**src/gpr_pkg.sv**
```systemverilog
// Constants, register map and state layout of the GPIO port register block
package gpr_pkg;

  // Bus and port geometry
  localparam int unsigned ADR_W = 10;
  localparam int unsigned DAT_W = 32;
  localparam int unsigned SEL_W = 4;
  localparam int unsigned IDX_W = 8;
  localparam int unsigned PORT_W = 8;
  localparam int unsigned NUM_PORTS = 4;
  localparam int unsigned NUM_PADS = 5;
  localparam int unsigned AUX_PAD = 4;
  localparam int unsigned SYNC_W = 40;

  // Pin-change source numbering
  localparam int unsigned PC_NUM = 7;
  localparam int unsigned PC_SRC_FIRST = 24;
  localparam int unsigned PC_SRC_LAST = 30;

  // Register indices; byte address is four times the index
  localparam logic [IDX_W-1:0] IDX_PORT_IN [NUM_PORTS] = '{8'h00, 8'h03, 8'h06, 8'h09};
  localparam logic [IDX_W-1:0] IDX_PORT_DIR [NUM_PORTS] = '{8'h01, 8'h04, 8'h07, 8'h0A};
  localparam logic [IDX_W-1:0] IDX_PORT_OUT [NUM_PORTS] = '{8'h02, 8'h05, 8'h08, 8'h0B};
  localparam logic [IDX_W-1:0] IDX_CTRL = 8'h35;
  localparam logic [IDX_W-1:0] IDX_AUX_IN = 8'h40;
  localparam logic [IDX_W-1:0] IDX_AUX_DIR = 8'h41;
  localparam logic [IDX_W-1:0] IDX_AUX_OUT = 8'h42;
  localparam logic [IDX_W-1:0] IDX_PC_MASK = 8'h43;
  localparam logic [IDX_W-1:0] IDX_PC_CTRL = 8'h44;
  localparam logic [IDX_W-1:0] IDX_IRQ_STAT = 8'h45;
  localparam logic [IDX_W-1:0] IDX_IRQ_MASK = 8'h46;

  // Control register fields
  localparam int unsigned CTRL_DBG_BIT = 7;
  localparam int unsigned CTRL_PULLUP_KILL_BIT = 4;
  localparam int unsigned CTRL_VSEL_BIT = 1;
  localparam int unsigned CTRL_VCE_BIT = 0;
  localparam logic [PORT_W-1:0] CTRL_RW_MASK = 8'h93;
  localparam logic [PORT_W-1:0] AUX_RW_MASK = 8'h7F;
  localparam int unsigned PC_GE_BIT = 0;

  // Reset values
  localparam logic [PORT_W-1:0] PORT_RESET = 8'h00;
  localparam logic [PORT_W-1:0] CTRL_RESET = 8'h00;

  // Complete state of the top module
  typedef struct packed {
    logic [NUM_PORTS-1:0][PORT_W-1:0] out;
    logic [NUM_PORTS-1:0][PORT_W-1:0] dir;
    logic [PORT_W-1:0] aux_out;
    logic [PORT_W-1:0] aux_dir;
    logic [PORT_W-1:0] ctrl;
    logic [PC_NUM-1:0] pc_mask;
    logic pc_ge;
    logic [PC_NUM-1:0] stat;
    logic [PC_NUM-1:0] imask;
    logic [PC_NUM-1:0] aux_prev;
    logic [PC_NUM-1:0] evt;
    logic ack;
    logic [DAT_W-1:0] rdat;
  } gpr_regs_s;

endpackage

```
**src/gpr_top.sv**
```systemverilog
// GPIO ports A to D, aux pin-change port and control register behind Wishbone
`timescale 1ns/10ps
module gpr_top (
  // Clock and reset
  input wire logic sys_clk,
  input wire logic rst_n,
  // Wishbone classic slave
  input wire logic wb_cyc_i,
  input wire logic wb_stb_i,
  input wire logic wb_we_i,
  input wire logic [gpr_pkg::ADR_W-1:0] wb_adr_i,
  input wire logic [gpr_pkg::SEL_W-1:0] wb_sel_i,
  input wire logic [gpr_pkg::DAT_W-1:0] wb_dat_i,
  output logic [gpr_pkg::DAT_W-1:0] wb_dat_o,
  output logic wb_ack_o,
  // Port A pins
  input wire logic [7:0] port_a_pin,
  output logic [7:0] port_a_drive,
  output logic [7:0] port_a_oe,
  output logic [7:0] port_a_pullup,
  // Port B pins
  input wire logic [7:0] port_b_pin,
  output logic [7:0] port_b_drive,
  output logic [7:0] port_b_oe,
  output logic [7:0] port_b_pullup,
  // Port C pins
  input wire logic [7:0] port_c_pin,
  output logic [7:0] port_c_drive,
  output logic [7:0] port_c_oe,
  output logic [7:0] port_c_pullup,
  // Port D pins
  input wire logic [7:0] port_d_pin,
  output logic [7:0] port_d_drive,
  output logic [7:0] port_d_oe,
  output logic [7:0] port_d_pullup,
  // Aux pin-change port pins
  input wire logic [7:0] aux_pin,
  output logic [7:0] aux_drive,
  output logic [7:0] aux_oe,
  output logic [7:0] aux_pullup,
  // Power state
  input wire logic sleep_mode,
  // Pin-change events and interrupt
  output logic [gpr_pkg::PC_NUM-1:0] pin_change_evt,
  output logic irq,
  // Control bits for other blocks
  output logic debug_port_disable,
  output logic vector_table_select,
  output logic vector_change_enable
);

  gpr_pkg::gpr_regs_s r;
  gpr_pkg::gpr_regs_s n;

  logic [gpr_pkg::IDX_W-1:0] idx;
  logic req;
  logic wr;
  logic rd;
  logic [gpr_pkg::PORT_W-1:0] rdata;
  logic [gpr_pkg::PORT_W-1:0] wbyte;
  logic [gpr_pkg::PC_NUM-1:0] pc_raw;
  logic [gpr_pkg::SYNC_W-1:0] sync_raw;
  logic [gpr_pkg::SYNC_W-1:0] sync_out;

  // Pad arrays, index 4 is the aux port
  logic [gpr_pkg::NUM_PADS-1:0][7:0] pad_pin;
  logic [gpr_pkg::NUM_PADS-1:0][7:0] pad_dir;
  logic [gpr_pkg::NUM_PADS-1:0][7:0] pad_latch;
  logic [gpr_pkg::NUM_PADS-1:0][7:0] pad_drive;
  logic [gpr_pkg::NUM_PADS-1:0][7:0] pad_oe;
  logic [gpr_pkg::NUM_PADS-1:0][7:0] pad_pullup;
  logic [gpr_pkg::NUM_PADS-1:0][7:0] pad_din;
  logic [gpr_pkg::NUM_PADS-1:0][7:0] ov_pu_en;
  logic [gpr_pkg::NUM_PADS-1:0][7:0] ov_pu_val;
  logic [gpr_pkg::NUM_PADS-1:0][7:0] ov_dd_en;
  logic [gpr_pkg::NUM_PADS-1:0][7:0] ov_dd_val;
  logic [gpr_pkg::NUM_PADS-1:0][7:0] ov_pv_en;
  logic [gpr_pkg::NUM_PADS-1:0][7:0] ov_pv_val;
  logic [gpr_pkg::NUM_PADS-1:0][7:0] ov_die_en;
  logic [gpr_pkg::NUM_PADS-1:0][7:0] ov_die_val;
  logic [7:0] aux_stable;

  // All pins pass the three-stage synchroniser
  assign sync_raw = {aux_pin, port_d_pin, port_c_pin, port_b_pin, port_a_pin};

  gpr_sync #(
    .W(gpr_pkg::SYNC_W)
  ) u_sync (
    .sys_clk(sys_clk),
    .rst_n(rst_n),
    .raw(sync_raw),
    .settled(sync_out)
  );

  assign pad_pin = sync_out;
  assign aux_stable = pad_pin[gpr_pkg::AUX_PAD];

  // Register values feeding the pads
  assign pad_dir = {r.aux_dir, r.dir};
  assign pad_latch = {r.aux_out, r.out};

  // Ports A to D have no overrides in this block
  assign ov_pu_en = '0;
  assign ov_pu_val = '0;
  assign ov_dd_en = '0;
  assign ov_dd_val = '0;
  assign ov_pv_en = '0;
  assign ov_pv_val = '0;
  assign ov_die_val = '0;

  // Input-enable override: pins 6..0 follow mask AND group enable, bit 7 none
  assign ov_die_en[gpr_pkg::NUM_PORTS-1:0] = '0;
  assign ov_die_en[gpr_pkg::AUX_PAD] = {1'b0, r.pc_mask & {gpr_pkg::PC_NUM{r.pc_ge}}};

  // Pad logic of all five ports
  for (genvar p = 0; p < gpr_pkg::NUM_PADS; p++) begin : g_pad
    gpr_pad u_pad (
      .direction_bit(pad_dir[p]),
      .output_latch_bit(pad_latch[p]),
      .pullup_kill_bit(r.ctrl[gpr_pkg::CTRL_PULLUP_KILL_BIT]),
      .sleep_mode(sleep_mode),
      .pullup_override_enable(ov_pu_en[p]),
      .pullup_override_value(ov_pu_val[p]),
      .direction_override_enable(ov_dd_en[p]),
      .direction_override_value(ov_dd_val[p]),
      .outval_override_enable(ov_pv_en[p]),
      .outval_override_value(ov_pv_val[p]),
      .input_enable_override_enable(ov_die_en[p]),
      .input_enable_override_value(ov_die_val[p]),
      .pin_level(pad_pin[p]),
      .pin_drive(pad_drive[p]),
      .pin_oe(pad_oe[p]),
      .pin_pullup(pad_pullup[p]),
      .pin_din(pad_din[p])
    );
  end

  // Pin outputs
  assign port_a_drive = pad_drive[0];
  assign port_a_oe = pad_oe[0];
  assign port_a_pullup = pad_pullup[0];
  assign port_b_drive = pad_drive[1];
  assign port_b_oe = pad_oe[1];
  assign port_b_pullup = pad_pullup[1];
  assign port_c_drive = pad_drive[2];
  assign port_c_oe = pad_oe[2];
  assign port_c_pullup = pad_pullup[2];
  assign port_d_drive = pad_drive[3];
  assign port_d_oe = pad_oe[3];
  assign port_d_pullup = pad_pullup[3];
  assign aux_drive = pad_drive[gpr_pkg::AUX_PAD];
  assign aux_oe = pad_oe[gpr_pkg::AUX_PAD];
  assign aux_pullup = pad_pullup[gpr_pkg::AUX_PAD];

  // Bus request decode
  assign idx = wb_adr_i[gpr_pkg::ADR_W-1:2];
  assign req = wb_cyc_i & wb_stb_i & ~r.ack;
  assign wr = req & wb_we_i & wb_sel_i[0];
  assign rd = req & ~wb_we_i;
  assign wbyte = wb_dat_i[gpr_pkg::PORT_W-1:0];

  // Level change on an enabled source pin, bit n is source 24+n
  assign pc_raw = (aux_stable[gpr_pkg::PC_NUM-1:0] ^ r.aux_prev) & r.pc_mask
                  & {gpr_pkg::PC_NUM{r.pc_ge}};

  // Next-state logic: register writes, read mux, events
  always_comb begin
    n = r;
    rdata = '0;
    for (int p = 0; p < gpr_pkg::NUM_PORTS; p++) begin
      if (idx == gpr_pkg::IDX_PORT_IN[p]) begin
        rdata = pad_din[p];
        if (wr) begin
          n.out[p] = r.out[p] ^ wbyte;
        end
      end
      if (idx == gpr_pkg::IDX_PORT_DIR[p]) begin
        rdata = r.dir[p];
        if (wr) begin
          n.dir[p] = wbyte;
        end
      end
      if (idx == gpr_pkg::IDX_PORT_OUT[p]) begin
        rdata = r.out[p];
        if (wr) begin
          n.out[p] = wbyte;
        end
      end
    end
    case (idx)
      gpr_pkg::IDX_CTRL: begin
        rdata = r.ctrl;
        if (wr) begin
          n.ctrl = wbyte & gpr_pkg::CTRL_RW_MASK;
        end
      end
      gpr_pkg::IDX_AUX_IN: begin
        rdata = pad_din[gpr_pkg::AUX_PAD] & gpr_pkg::AUX_RW_MASK;
        if (wr) begin
          n.aux_out = (r.aux_out ^ wbyte) & gpr_pkg::AUX_RW_MASK;
        end
      end
      gpr_pkg::IDX_AUX_DIR: begin
        rdata = r.aux_dir;
        if (wr) begin
          n.aux_dir = wbyte & gpr_pkg::AUX_RW_MASK;
        end
      end
      gpr_pkg::IDX_AUX_OUT: begin
        rdata = r.aux_out;
        if (wr) begin
          n.aux_out = wbyte & gpr_pkg::AUX_RW_MASK;
        end
      end
      gpr_pkg::IDX_PC_MASK: begin
        rdata = {1'b0, r.pc_mask};
        if (wr) begin
          n.pc_mask = wbyte[gpr_pkg::PC_NUM-1:0];
        end
      end
      gpr_pkg::IDX_PC_CTRL: begin
        rdata = {7'h00, r.pc_ge};
        if (wr) begin
          n.pc_ge = wbyte[gpr_pkg::PC_GE_BIT];
        end
      end
      gpr_pkg::IDX_IRQ_STAT: begin
        rdata = {1'b0, r.stat};
        if (rd) begin
          n.stat = '0;
        end
      end
      gpr_pkg::IDX_IRQ_MASK: begin
        rdata = {1'b0, r.imask};
        if (wr) begin
          n.imask = wbyte[gpr_pkg::PC_NUM-1:0];
        end
      end
      default: begin
        rdata = rdata;
      end
    endcase
    // A new event wins over a clearing read in the same cycle
    n.stat = n.stat | pc_raw;
    n.evt = pc_raw;
    n.aux_prev = aux_stable[gpr_pkg::PC_NUM-1:0];
    n.ack = req;
    n.rdat = rd ? {{(gpr_pkg::DAT_W - gpr_pkg::PORT_W){1'b0}}, rdata} : '0;
  end

  // State register; all fields reset to zero
  always_ff @(posedge sys_clk or negedge rst_n) begin
    if (!rst_n) begin
      r <= '0;
    end else begin
      r <= n;
    end
  end

  // Outputs from state
  assign wb_ack_o = r.ack;
  assign wb_dat_o = r.rdat;
  assign pin_change_evt = r.evt;
  assign irq = |(r.stat & r.imask);
  assign debug_port_disable = r.ctrl[gpr_pkg::CTRL_DBG_BIT];
  assign vector_table_select = r.ctrl[gpr_pkg::CTRL_VSEL_BIT];
  assign vector_change_enable = r.ctrl[gpr_pkg::CTRL_VCE_BIT];
endmodule

```
**src/gpr_sync.sv**
```systemverilog
// Three-stage pin synchroniser with agreement filter
`timescale 1ns/10ps
module gpr_sync #(
  parameter int unsigned W = 8
) (
  // Clock and reset
  input wire logic sys_clk,
  input wire logic rst_n,
  // Raw pins and settled levels
  input wire logic [W-1:0] raw,
  output logic [W-1:0] settled
);

  typedef struct packed {
    logic [W-1:0] s1;
    logic [W-1:0] s2;
    logic [W-1:0] s3;
    logic [W-1:0] stable;
  } gpr_sync_s;

  gpr_sync_s r;
  gpr_sync_s n;

  // Shift chain; a level is taken once stages two and three agree
  always_comb begin
    n = r;
    n.s1 = raw;
    n.s2 = r.s1;
    n.s3 = r.s2;
    n.stable = (~(r.s2 ^ r.s3) & r.s3) | ((r.s2 ^ r.s3) & r.stable);
  end

  // State register
  always_ff @(posedge sys_clk or negedge rst_n) begin
    if (!rst_n) begin
      r <= '0;
    end else begin
      r <= n;
    end
  end

  assign settled = r.stable;

endmodule

```
**src/gpr_pad.sv**
```systemverilog
// Per-pin override and pull-up logic of one eight-bit port
`timescale 1ns/10ps
module gpr_pad (
  // Register side
  input wire logic [7:0] direction_bit,
  input wire logic [7:0] output_latch_bit,
  input wire logic pullup_kill_bit,
  input wire logic sleep_mode,
  // Alternate-function overrides
  input wire logic [7:0] pullup_override_enable,
  input wire logic [7:0] pullup_override_value,
  input wire logic [7:0] direction_override_enable,
  input wire logic [7:0] direction_override_value,
  input wire logic [7:0] outval_override_enable,
  input wire logic [7:0] outval_override_value,
  input wire logic [7:0] input_enable_override_enable,
  input wire logic [7:0] input_enable_override_value,
  // Pin side
  input wire logic [7:0] pin_level,
  output logic [7:0] pin_drive,
  output logic [7:0] pin_oe,
  output logic [7:0] pin_pullup,
  output logic [7:0] pin_din
);

  // One slice per pin
  for (genvar b = 0; b < 8; b++) begin : g_bit
    logic dir_eff;
    logic in_en;
    assign dir_eff = direction_override_enable[b] ? direction_override_value[b] : direction_bit[b];
    assign pin_oe[b] = dir_eff;
    assign pin_drive[b] = outval_override_enable[b] ? outval_override_value[b] : output_latch_bit[b];
    // Pull-up from the override value when enabled, else only for an input with latch high and never while killed
    assign pin_pullup[b] = pullup_override_enable[b] ? pullup_override_value[b] :
                           (~direction_bit[b] & output_latch_bit[b] & ~pullup_kill_bit);
    assign in_en = input_enable_override_enable[b] ? input_enable_override_value[b] : ~sleep_mode;
    assign pin_din[b] = pin_level[b] & in_en;
  end

endmodule

```
**config.mk**
```make
export PLATFORM = sky130hd
export DESIGN_NAME = gpr_top
export DESIGN_NICKNAME = d
export VERILOG_FILES = /design/src/gpr_pkg.sv /design/src/gpr_top.sv /design/src/gpr_sync.sv /design/src/gpr_pad.sv
export SDC_FILE = /design/constraint.sdc
export NUM_CORES = 1
export LEC_CHECK = 0
export ABC_AREA = 1
export ABC_CLOCK_PERIOD_IN_PS = 2120
export BUFFER_PORTS_ARGS = -buffer_cell sky130_fd_sc_hd__buf_4
export CORE_MARGIN = 5
export CORE_UTILIZATION = 30
export DETAILED_ROUTE_END_ITERATION = 7
export GPL_ROUTABILITY_DRIVEN = 0
export GPL_TIMING_DRIVEN = 0
export MAX_ROUTING_LAYER = met4
export REMOVE_ABC_BUFFERS = 1
export SLEW_MARGIN = 5
export SYNTH_ARGS = -nofsm -noshare
export SYNTH_HDL_FRONTEND = slang
export SYNTH_SLANG_ARGS = --single-unit
```
**constraint.sdc**
```tcl
create_clock -name sys_clk -period 2.12 [get_ports sys_clk]
set_clock_uncertainty 0.15 [all_clocks]
set_input_delay 0.212 -clock sys_clk [delete_from_list [all_inputs] [get_ports sys_clk]]
set_output_delay 0.212 -clock sys_clk [all_outputs]
set_load 0.01 [all_outputs]
```
# Word level (Yosys, flattened, before mapping)
# Index checks and enable logic that the tools add are counted.
# W data, S select, Z words.
# totals
wordCells	281
out_inout_bits	164
inputBits	92
register_bits	288
# op_classes
mux	42
n_reduce_logical	13
bitwise	182
n_eq_ne	21
# op_table
cell	count
$mux W8	31
$and A1 B1 Y1	123
$and A40 B40 Y40	2
$pmux W8 S8	1
$eq A8 B7 Y1 const B	7
$not A1 Y1	43
$not A40 Y40	1
$or A40 B40 Y40	1
$xor A40 B40 Y40	1
$eq A8 B3 Y1 const B	4
$eq A8 B4 Y1 const B	4
$xor A8 B8 Y8	4
$and A7 B7 Y7	4
$reduce_and A2 Y1	9
$eq A8 B2 Y1 const B	2
$pmux W8 S2	1
$mux W7	2
$xor A7 B7 Y7	2
$eq A8 B1 Y1 const B	1
$eq A8 B6 Y1 const B	1
$logic_not A8 Y1	1
$mux W1	7
$or A7 B7 Y7	1
$reduce_or A7 Y1	1
3 further kinds	4

# Depth between registers and ports, before layout
# Gate-level depths: netlist (run 1).
# logic_depth
ltp_word	16
ltp_mapped	14

# Modules after synthesis
# A second synthesis (run 1) with hierarchy kept.
# hier_totals
hier_cells	1897
area_unflattened_um2	14835.5
# modules_own_cells
module	n_inst	cells_each	seq_area_each_um2	area_each_um2
gpr_top	1	847	3178.0	6765.2
gpr_sync	1	360	4003.8	4954.8
gpr_pad	5	138	0.0	623.1

# Worst setup path after synthesis (run 1)
# OpenSTA, ideal clock, no wires.
# synth_timing
kind	flip-flop to flip-flop
start	reg r (netlist bit wb_ack_o)
end	reg r (netlist bit pad_dir[14])
path_stages_with_launch	9
path_buffers	2
slack_ps	338
required_time_ps	1839
setup_time_ps	131
t_arrival_ps	1501
cell_sequence	dfrtp_1 nor2_2 nand3_2 inv_2 buf_2 nand2_1 clkbuf_1 nand2_1 o21ai_0
# synth_rtl
item	line	text
start: declaration	gpr_top.sv:52	gpr_pkg::gpr_regs_s r;
start signal: assignment	gpr_top.sv:256	r <= n;

# Final worst setup path (run 1)
# layout_timing
start	reg r[53] in the netlist's numbering
end	out irq
# layout_between
elab_chain_len	2
# layout_rtl
item	line	text
$and A7 B7 Y7	gpr_top.sv:264	assign irq = |(r.stat & r.imask);
$reduce_or A7 Y1	gpr_top.sv:264	
end: declaration	gpr_top.sv:45	output logic irq,
# No other way between the ends.

==> summary.md, run 1 <==
The run finished with clean final reports. The run gives 475 MHz as the fmax. For this block, the via count after detailed routing is 8883.

After synthesis, the cell types taking the most area are dfrtp_1, nand2_1, buf_4, o21ai_0, maj3_1. The number of cells traversed by the worst register-to-register path is 6, and the share of the synthesized area in the top cell type is 58.5%. The logs give 0.0134 mm² for the post-placement cell area and 712 for the first-iteration detailed-routing DRC count. Subtracting the final worst setup slack from the clock period gives 2110 ps. The start-to-end type of the worst setup path is reg2out.

Across the run, the number of max-cap violations was 0. After synthesis the netlist holds a flip-flop and latch count of 283. The first TritonRoute pass finished after 6 iterations.

The endpoint identified for the worst register-to-register timing path is pad_latch[38]. For the antenna violation net count after detailed routing, the log shows 0. The final period utilization is 99.3%. The tools report the count of H-tree levels built during CTS as 1. The maximum fanout along the worst path is 2, and the hold violation total from the final report is 0. Entering global routing, the biggest net connects 111 pins. The placed instance count is 1813. Clock root buffer master: clkbuf_16. The detail-routed net length per standard cell is 19.1 µm. Yosys printed 0 warnings. The final max-slew violation count was 0; the layout cell share with drive strength beyond 1 was 22.6%. The cell type of the slowest stage on the worst timing path was dfrtp_1.

The worst hold path was traced through 7 stages. The type of the worst min-delay path was in2reg. For the number of placed I/O pins, the log shows 256.

The clock-pin slew reported for the worst setup and hold paths after clock tree synthesis is 60 ps. The stage delay of the slowest cell on the critical path was 390 ps; the number of antenna violations at the first check in global routing was 1. Summed over all layers, the global routing overflow is 0.

The die is 211 µm wide. STA classifies the critical path startpoint as a flop. Across the VDD grid, the largest voltage drop is 0.577 mV.

Once the floorplan was initialized, standard cells occupied 30.4% of the core. The max-slew headroom at the worst pin came out at 36.0%. The worst path meets setup with 14.7 ps of slack. In this run the vertical extent of the chip is 211 µm. The global router's overall resource usage is 16.6%, and the standard cell core area is 0.0398 mm². The overall routed net length is 36.7 mm.

Traced cell by cell, the critical path runs through a22o_1, a221oi_2, nand4_1, buf_4. The count of buffers added on input and output ports is 198. For the synthesized cell area, the log shows 0.0121 mm². For the worst setup path, the data arrival time is 1740 ps.

The largest total area in the synthesized netlist belongs to dfrtp_1. For this run, the leading register cell type out of synthesis is dfrtp_1. After synthesis, the share of flip-flops with an asynchronous set or reset is 100%. The sink of the worst hold path is wb_dat_o[6]. After synthesis, the netlist uses 43 different library cells. The count of nets after finishing is 1467, and the share of synthesized area occupied by flip-flops and latches is 58.5%. In this run the most critical hold path is launched from wb_cyc_i.

Counting every instance in the synthesized netlist gives 1205. After detailed routing, the number of remaining DRC violations is 0. The measured slew at the worst slew-check pin works out to 954 ps.

The worst-case register-to-register setup slack came out at 130 ps. The detail-routed via count per cell is 4.61, and the die area is 0.0445 mm². Setup repair after global routing could not meet its margin everywhere. The finished layout holds 1925 standard cells, fillers aside. After legalization and detailed placement, the total HPWL measured 26.5 mm.

In this run the core area contains 73 standard-cell rows. Averaged over all synthesized cells, the footprint is 10.0 µm². TritonCTS built the clock tree. The startpoint identified for the worst register-to-register timing path is wb_ack_o. No sink is reached through more buffers than the 3 on the longest clock path. The finished cells cover 0.0152 mm². The clock net in this run drives a total of 283 sinks.

The number of clock buffers added by TritonCTS is 31. Power density of the placed cells: 827 mW/mm². The number of global-route vias before repair was 9202; the final setup violation count was 0. For the overall power after layout, the log shows 12.6 mW. The leakage power summed over all cells was 7.01 nW; the worst endpoint required time was 1760 ps. The global-route wire length before repair came out at 55.7 mm. The tools report the type of destination of the critical path as an output pin. Before CTS, the worst setup slack after placement is -524 ps. The final standard cell utilization of the core is 38.2%, and the count of flip-flops with a built-in enable after synthesis is 0. Layout-stage area growth over the synthesis result: 25.8%. The clock reaches the later pin of the worst-skew pair after 560 ps.
## synth_stat cells (2+ instances only)
master    number
nor3_1        26
o22ai_1        7
a221oi_1       7
a21oi_4        3
o32ai_1        2
xnor2_1        9
o221ai_1       2
nand4_1        4
nand2_1      280
o21ai_0       84
a31oi_1        3
nor2_2        10
nand3b_1       6
a32oi_1        8
a21oi_1       20
clkinv_1       2
nand2_2        6
clkbuf_1      17
nor2_4         3
nand3_1       42
nor3b_1       14
buf_2          7
maj3_1        39
inv_1         79
dfrtp_1      283
inv_2          9
xor2_1        36
nor2_1        53
nor3_2         2
a211oi_1       6
buf_4        120
o21ai_1        5
## power breakdown
part | switching, mW | internal, mW | total [mW]
clock network | 2.22 | 3.85 | 6.08
logic | 0.438 | 0.315 | 0.753
registers | 0.142 | 5.63 | 5.77
total | 2.80 | 9.80 | 12.6
## per-stage QoR
stage	hold slack, ps	TNS [ps]
2_1_floorplan	-234	0
3_3_place_gp	172	-529680
3_5_place_dp	119	-30550
4_1_cts	35.0	-20.0
5_1_grt	75.7	-59.4
6_report	57.5	0
## per-layer routing
metal  vias up  GRT usage [%]  routed length [µm]
met5         -              -                   0
li1       4116              -                   -
met1      4322           22.6               16200
met2       351           25.4               16600
met3        94           2.69                2450
met4         0           5.77                1470
## cells in the final DEF, fill, tap and decap left out, types with 6 or more instances in the layout
cell type      synthesis  layout
dlygate4sd3_1          0      51
conb_1                 1      27
xor2_1                36      36
o22ai_1                7       7
nand2_1              280     274
inv_1                 79      78
nor3_1                26      23
nand3_1               42      42
clkbuf_16              0      31
a32oi_1                8       8
inv_2                  9       8
a21oi_1               20      20
o21ai_0               84      84
maj3_1                39      39
bufinv_16              0       8
buf_4                120     200
nor3b_1               14      13
clkbuf_8               0       6
nor2_2                10      13
dfrtp_1              283     282
nand2_2                6      12
nor2_1                53      48
nand3b_1               6       6
xnor2_1                9       9
a211oi_1               6       6
a221oi_1               7       6
## cell type report
| type | instances | area (µm²) |
|---|---|---|
| inverters | 91 | 358 |
| clock buffers | 41 | 873 |
| well taps | 525 | 657 |
| multi-input cells | 713 | 3860 |
| flip-flops and latches | 283 | 7090 |
| diodes | 1 | 2.50 |
| fillers | 3961 | 24600 |
| clock inverters | 16 | 292 |
| repair buffers | 255 | 2100 |
## critical path: cells and delay by family, from the launching register on
family / cells / cell delay (ps)
buffers and inverters: 1 / 180
DFF: 1 / 390
AOI/OAI and AO/OA: 2 / 480
and+or+nand+nor: 1 / 140
## how the worst max path moves through the flow
| stage | from | to | slack, ps | cells after the start |
|---|---|---|---|---|
| 6_report | r[53] | irq | 10 | 4 |
| 4_1_cts | r[53] | irq | -20 | 4 |
| 5_1_grt | r[53] | irq | -50 | 4 |
| 3_5_place_dp | wb_adr_i[9] | wb_dat_o[2] | -520 | 15 |
| 3_3_place_gp | rst_n | u_sync.n[103] | -1760 | 1 |
| 2_1_floorplan | wb_adr_i[9] | flop | 240 | 8 |
## kinds of logic after synthesis
group | Yosys count | synth area share, %
other | 1 | 0.0310
XOR/XNOR | 45 | 3.26
buffers and inverters | 235 | 11.1
AO/OA/AOI/OAI | 151 | 7.52
flip-flops | 283 | 58.5
adder cells (fa/ha/maj) | 39 | 3.22
AND/OR/NAND/NOR | 451 | 16.4
## what timing repair did
item | in CTS | in global routing
hold buffers | 51 | 0
endpoints found under the setup margin | 119 | 57
pin swaps | 2 | 1
setup buffers | 3 | 0
resized for setup | 12 | 15
endpoints found under the hold margin | 155 | 0
No activity file was read; power rests on OpenSTA's default activity.
==> run 2, diff against run 1 <==
--- a/config.mk
+++ b/config.mk
@@ -14,6 +14,7 @@
 export GPL_ROUTABILITY_DRIVEN = 0
 export GPL_TIMING_DRIVEN = 0
 export MAX_ROUTING_LAYER = met4
+export RECOVER_POWER = 25
 export REMOVE_ABC_BUFFERS = 1
 export SLEW_MARGIN = 5
 export SYNTH_ARGS = -nofsm -noshare
==> summary.md, run 2 (same netlist as run 1, synthesis figures left out) <==
The flow ran to the end, but the final reports show violations. The checks that failed: negative setup slack. The initial cell density of the core is 30.4%. Net switching is 22.3% of the power. The tools report the leakage power summed over all cells as 6.98 nW. The overall die height was 211 µm. Setup total negative slack on the finished layout was measured at -20.1 ps. For the worst setup path, the data required time is 1760 ps.

In the final design database the tool counted 1467 nets. The number of fill cells in the layout is 3963. At the placement stage, the worst setup path has a slack of -524 ps. The run gives 0 as the hold violation total from the final report. Setup slack after layout: -20.1 ps.

The library cell used most frequently in the layout, excluding fill and tap cells, is dfrtp_1. Traced cell by cell, the critical path runs through a22o_1, a221oi_2, nand4_1, buf_4. The type of destination of the critical path is an output pin. For this run the aggregate overflow at the end of global routing stands at 0.

The tools report the maximum number of pins on one net before global-route repair as 111. TritonCTS built the clock tree. After the flow finishes, the layout carries non-filler instances totaling 1925. After detailed routing, the number of remaining DRC violations is 0. STA classifies the critical path startpoint as a flop.

The total vias in the final route was 8888. The analysis attributes to net switching a power of 2.80 mW. Summed over all layers, the routed wires come to 36.7 mm.

Summing all non-filler instances in the final layout gives an area of 0.0152 mm². In the finished design, the share of the clock period the worst path needs comes to 101%. Once layout is complete, the utilization of the core stands at 38.2%. From synthesis to final layout, the design area changed by 25.6%. In this run, CTS created clock tree buffers numbering 31. Sequential group share of total power: 45.8%. Measured against its own limit, the worst slew margin works out to 15.0%. Among cell families on the critical path, the largest total delay comes from compound AO/OA/AOI/OAI gates. The largest individual stage delay along the critical path comes from the cell dfrtp_1. For the number of placed I/O pins, the log shows 256. For the fmax, the log shows 467 MHz.

The floorplan step set the die width to 211 µm. The arrival time of the worst setup path came out at 1780 ps. In this run the cell area measured after placement is 0.0134 mm². Peak supply drop: 0.575 mV. The logs give 283 for the number of sinks handled by clock tree synthesis and 0 for the final max-slew violation count.

In this run the remaining antenna-violating nets after routing total 0. Hold is met by 62.2 ps. Setup repair after global routing could not meet its margin everywhere. Summing internal, switching and leakage power gives 12.6 mW. The multi-input combinational cells in the finished layout cover a total of 0.00386 mm².

The measured slew at the worst slew-check pin was 1270 ps. The core region is 0.0398 mm². Clock-pin slew was measured on the worst setup and hold paths at 60 ps.

The type of the worst min-delay path was in2reg. Placed instance count: 1813. The critical path in this run is classified as reg2out. The first TritonRoute pass finished after 5 iterations. For the finished layout, the period the worst path requires is 2140 ps. The logs give 0 for the number of maximum-capacitance violations and 16.6% for the global router's overall resource usage. The logs give 1 for the number of antenna violations at the first check in global routing and 73 for the floorplan row count. Counting along the longest clock path gives a buffer depth of 3.

In this run the worst path has a maximum fanout of 2. The first-iteration detailed-routing DRC count is 728, and the final setup violation count is 1. Clock root buffer master: clkbuf_16.

The tools report the combinational group share of total power as 5.9%. Summing all flip-flop and latch instances after layout gives 0.00709 mm². The run gives 9202 as the number of global-route vias before repair. In the layout the commonest cells are dfrtp_1, nand2_1, buf_4. Per report_power, the clock group accounts for 48.3% of the total. For the die area, the log shows 0.0445 mm². Detail-routed via count per cell: 4.62. The detail-routed net length per standard cell works out to 19.1 µm.

The clock insertion delay at the later pin of the skew report came out at 560 ps. The largest single stage delay on the critical path is 390 ps. For this design the ratio of total power to cell area is 828 mW/mm².

Input and output buffers added on the ports amount to 198. Summed over all nets, the half-perimeter wirelength after detailed placement is 26.5 mm. The run gives 1 as the count of H-tree levels built during CTS. Cell internal power was estimated by the tool at 9.79 mW. The first global-routing pass estimated 55.7 mm of wire.

The number of buffers and inverters on the critical path came out at 1. The layout cell share with drive strength beyond 1 works out to 22.2%.
[run 2: cell types whose count changed in the layout (fill, tap and decap cells not counted), sizes merged]
cell and change:
buf -40, clkbuf +40
[run 2: final cells by class]
class / count / area share (%)
clock inverter: 16 / 1.92
antenna: 1 / 0.0165
timing repair buffer: 255 / 13.7
multi-input combinational: 713 / 25.4
inverter: 91 / 2.35
clock buffer: 41 / 5.74
tap: 525 / 4.32
sequential: 283 / 46.6
[run 2: power groups by stage]
stage	combinational [mW]	sequential (mW)	clock [mW]
6_report	0.744	5.77	6.08
5_1_grt	0.828	5.80	6.43
4_1_cts	0.759	5.77	6.21
3_5_place_dp	0.670	5.87	0
3_3_place_gp	0.648	5.86	0
2_1_floorplan	0.266	5.83	0
[run 2: repair_timing]
action / 4_1_cts / 5_1_grt
pin swaps: 2 / 1
resized for setup: 12 / 15
buffers inserted: 3 / 0
hold buffers: 51 / 0
setup endpoints to repair: 119 / 57
hold endpoints to repair: 155 / 0
[run 2: final timing paths]
path / from / to / slack (ps) / cells past startpoint
min: wb_cyc_i / wb_dat_o[6] / 60 / 7
max: r[53] / irq / -20 / 4
min reg2reg: u_sync.n[97] / u_sync.n[57] / 200 / 0
max in group asynchronous: rst_n / u_sync.r[42] / 310 / 3
min in group asynchronous: rst_n / pin_change_evt[3] / 340 / 2
max reg2reg: wb_ack_o / pad_latch[37] / 110 / 6
[run 2: worst min-delay path, delay by kind of cell]
family | cells | cell delay, ps
and+or+nand+nor | 4 | 270
buffers and inverters | 3 | 240
[run 2: layer usage]
layer	routed length (µm)	GRT usage, %	up-vias	share of wire, %
li1	-	-	4112	-
met1	16400	22.6	4356	45
met2	16600	25.4	332	45
met3	2300	2.69	88	6.3
met4	1400	5.77	0	3.8
met5	0	-	-	0
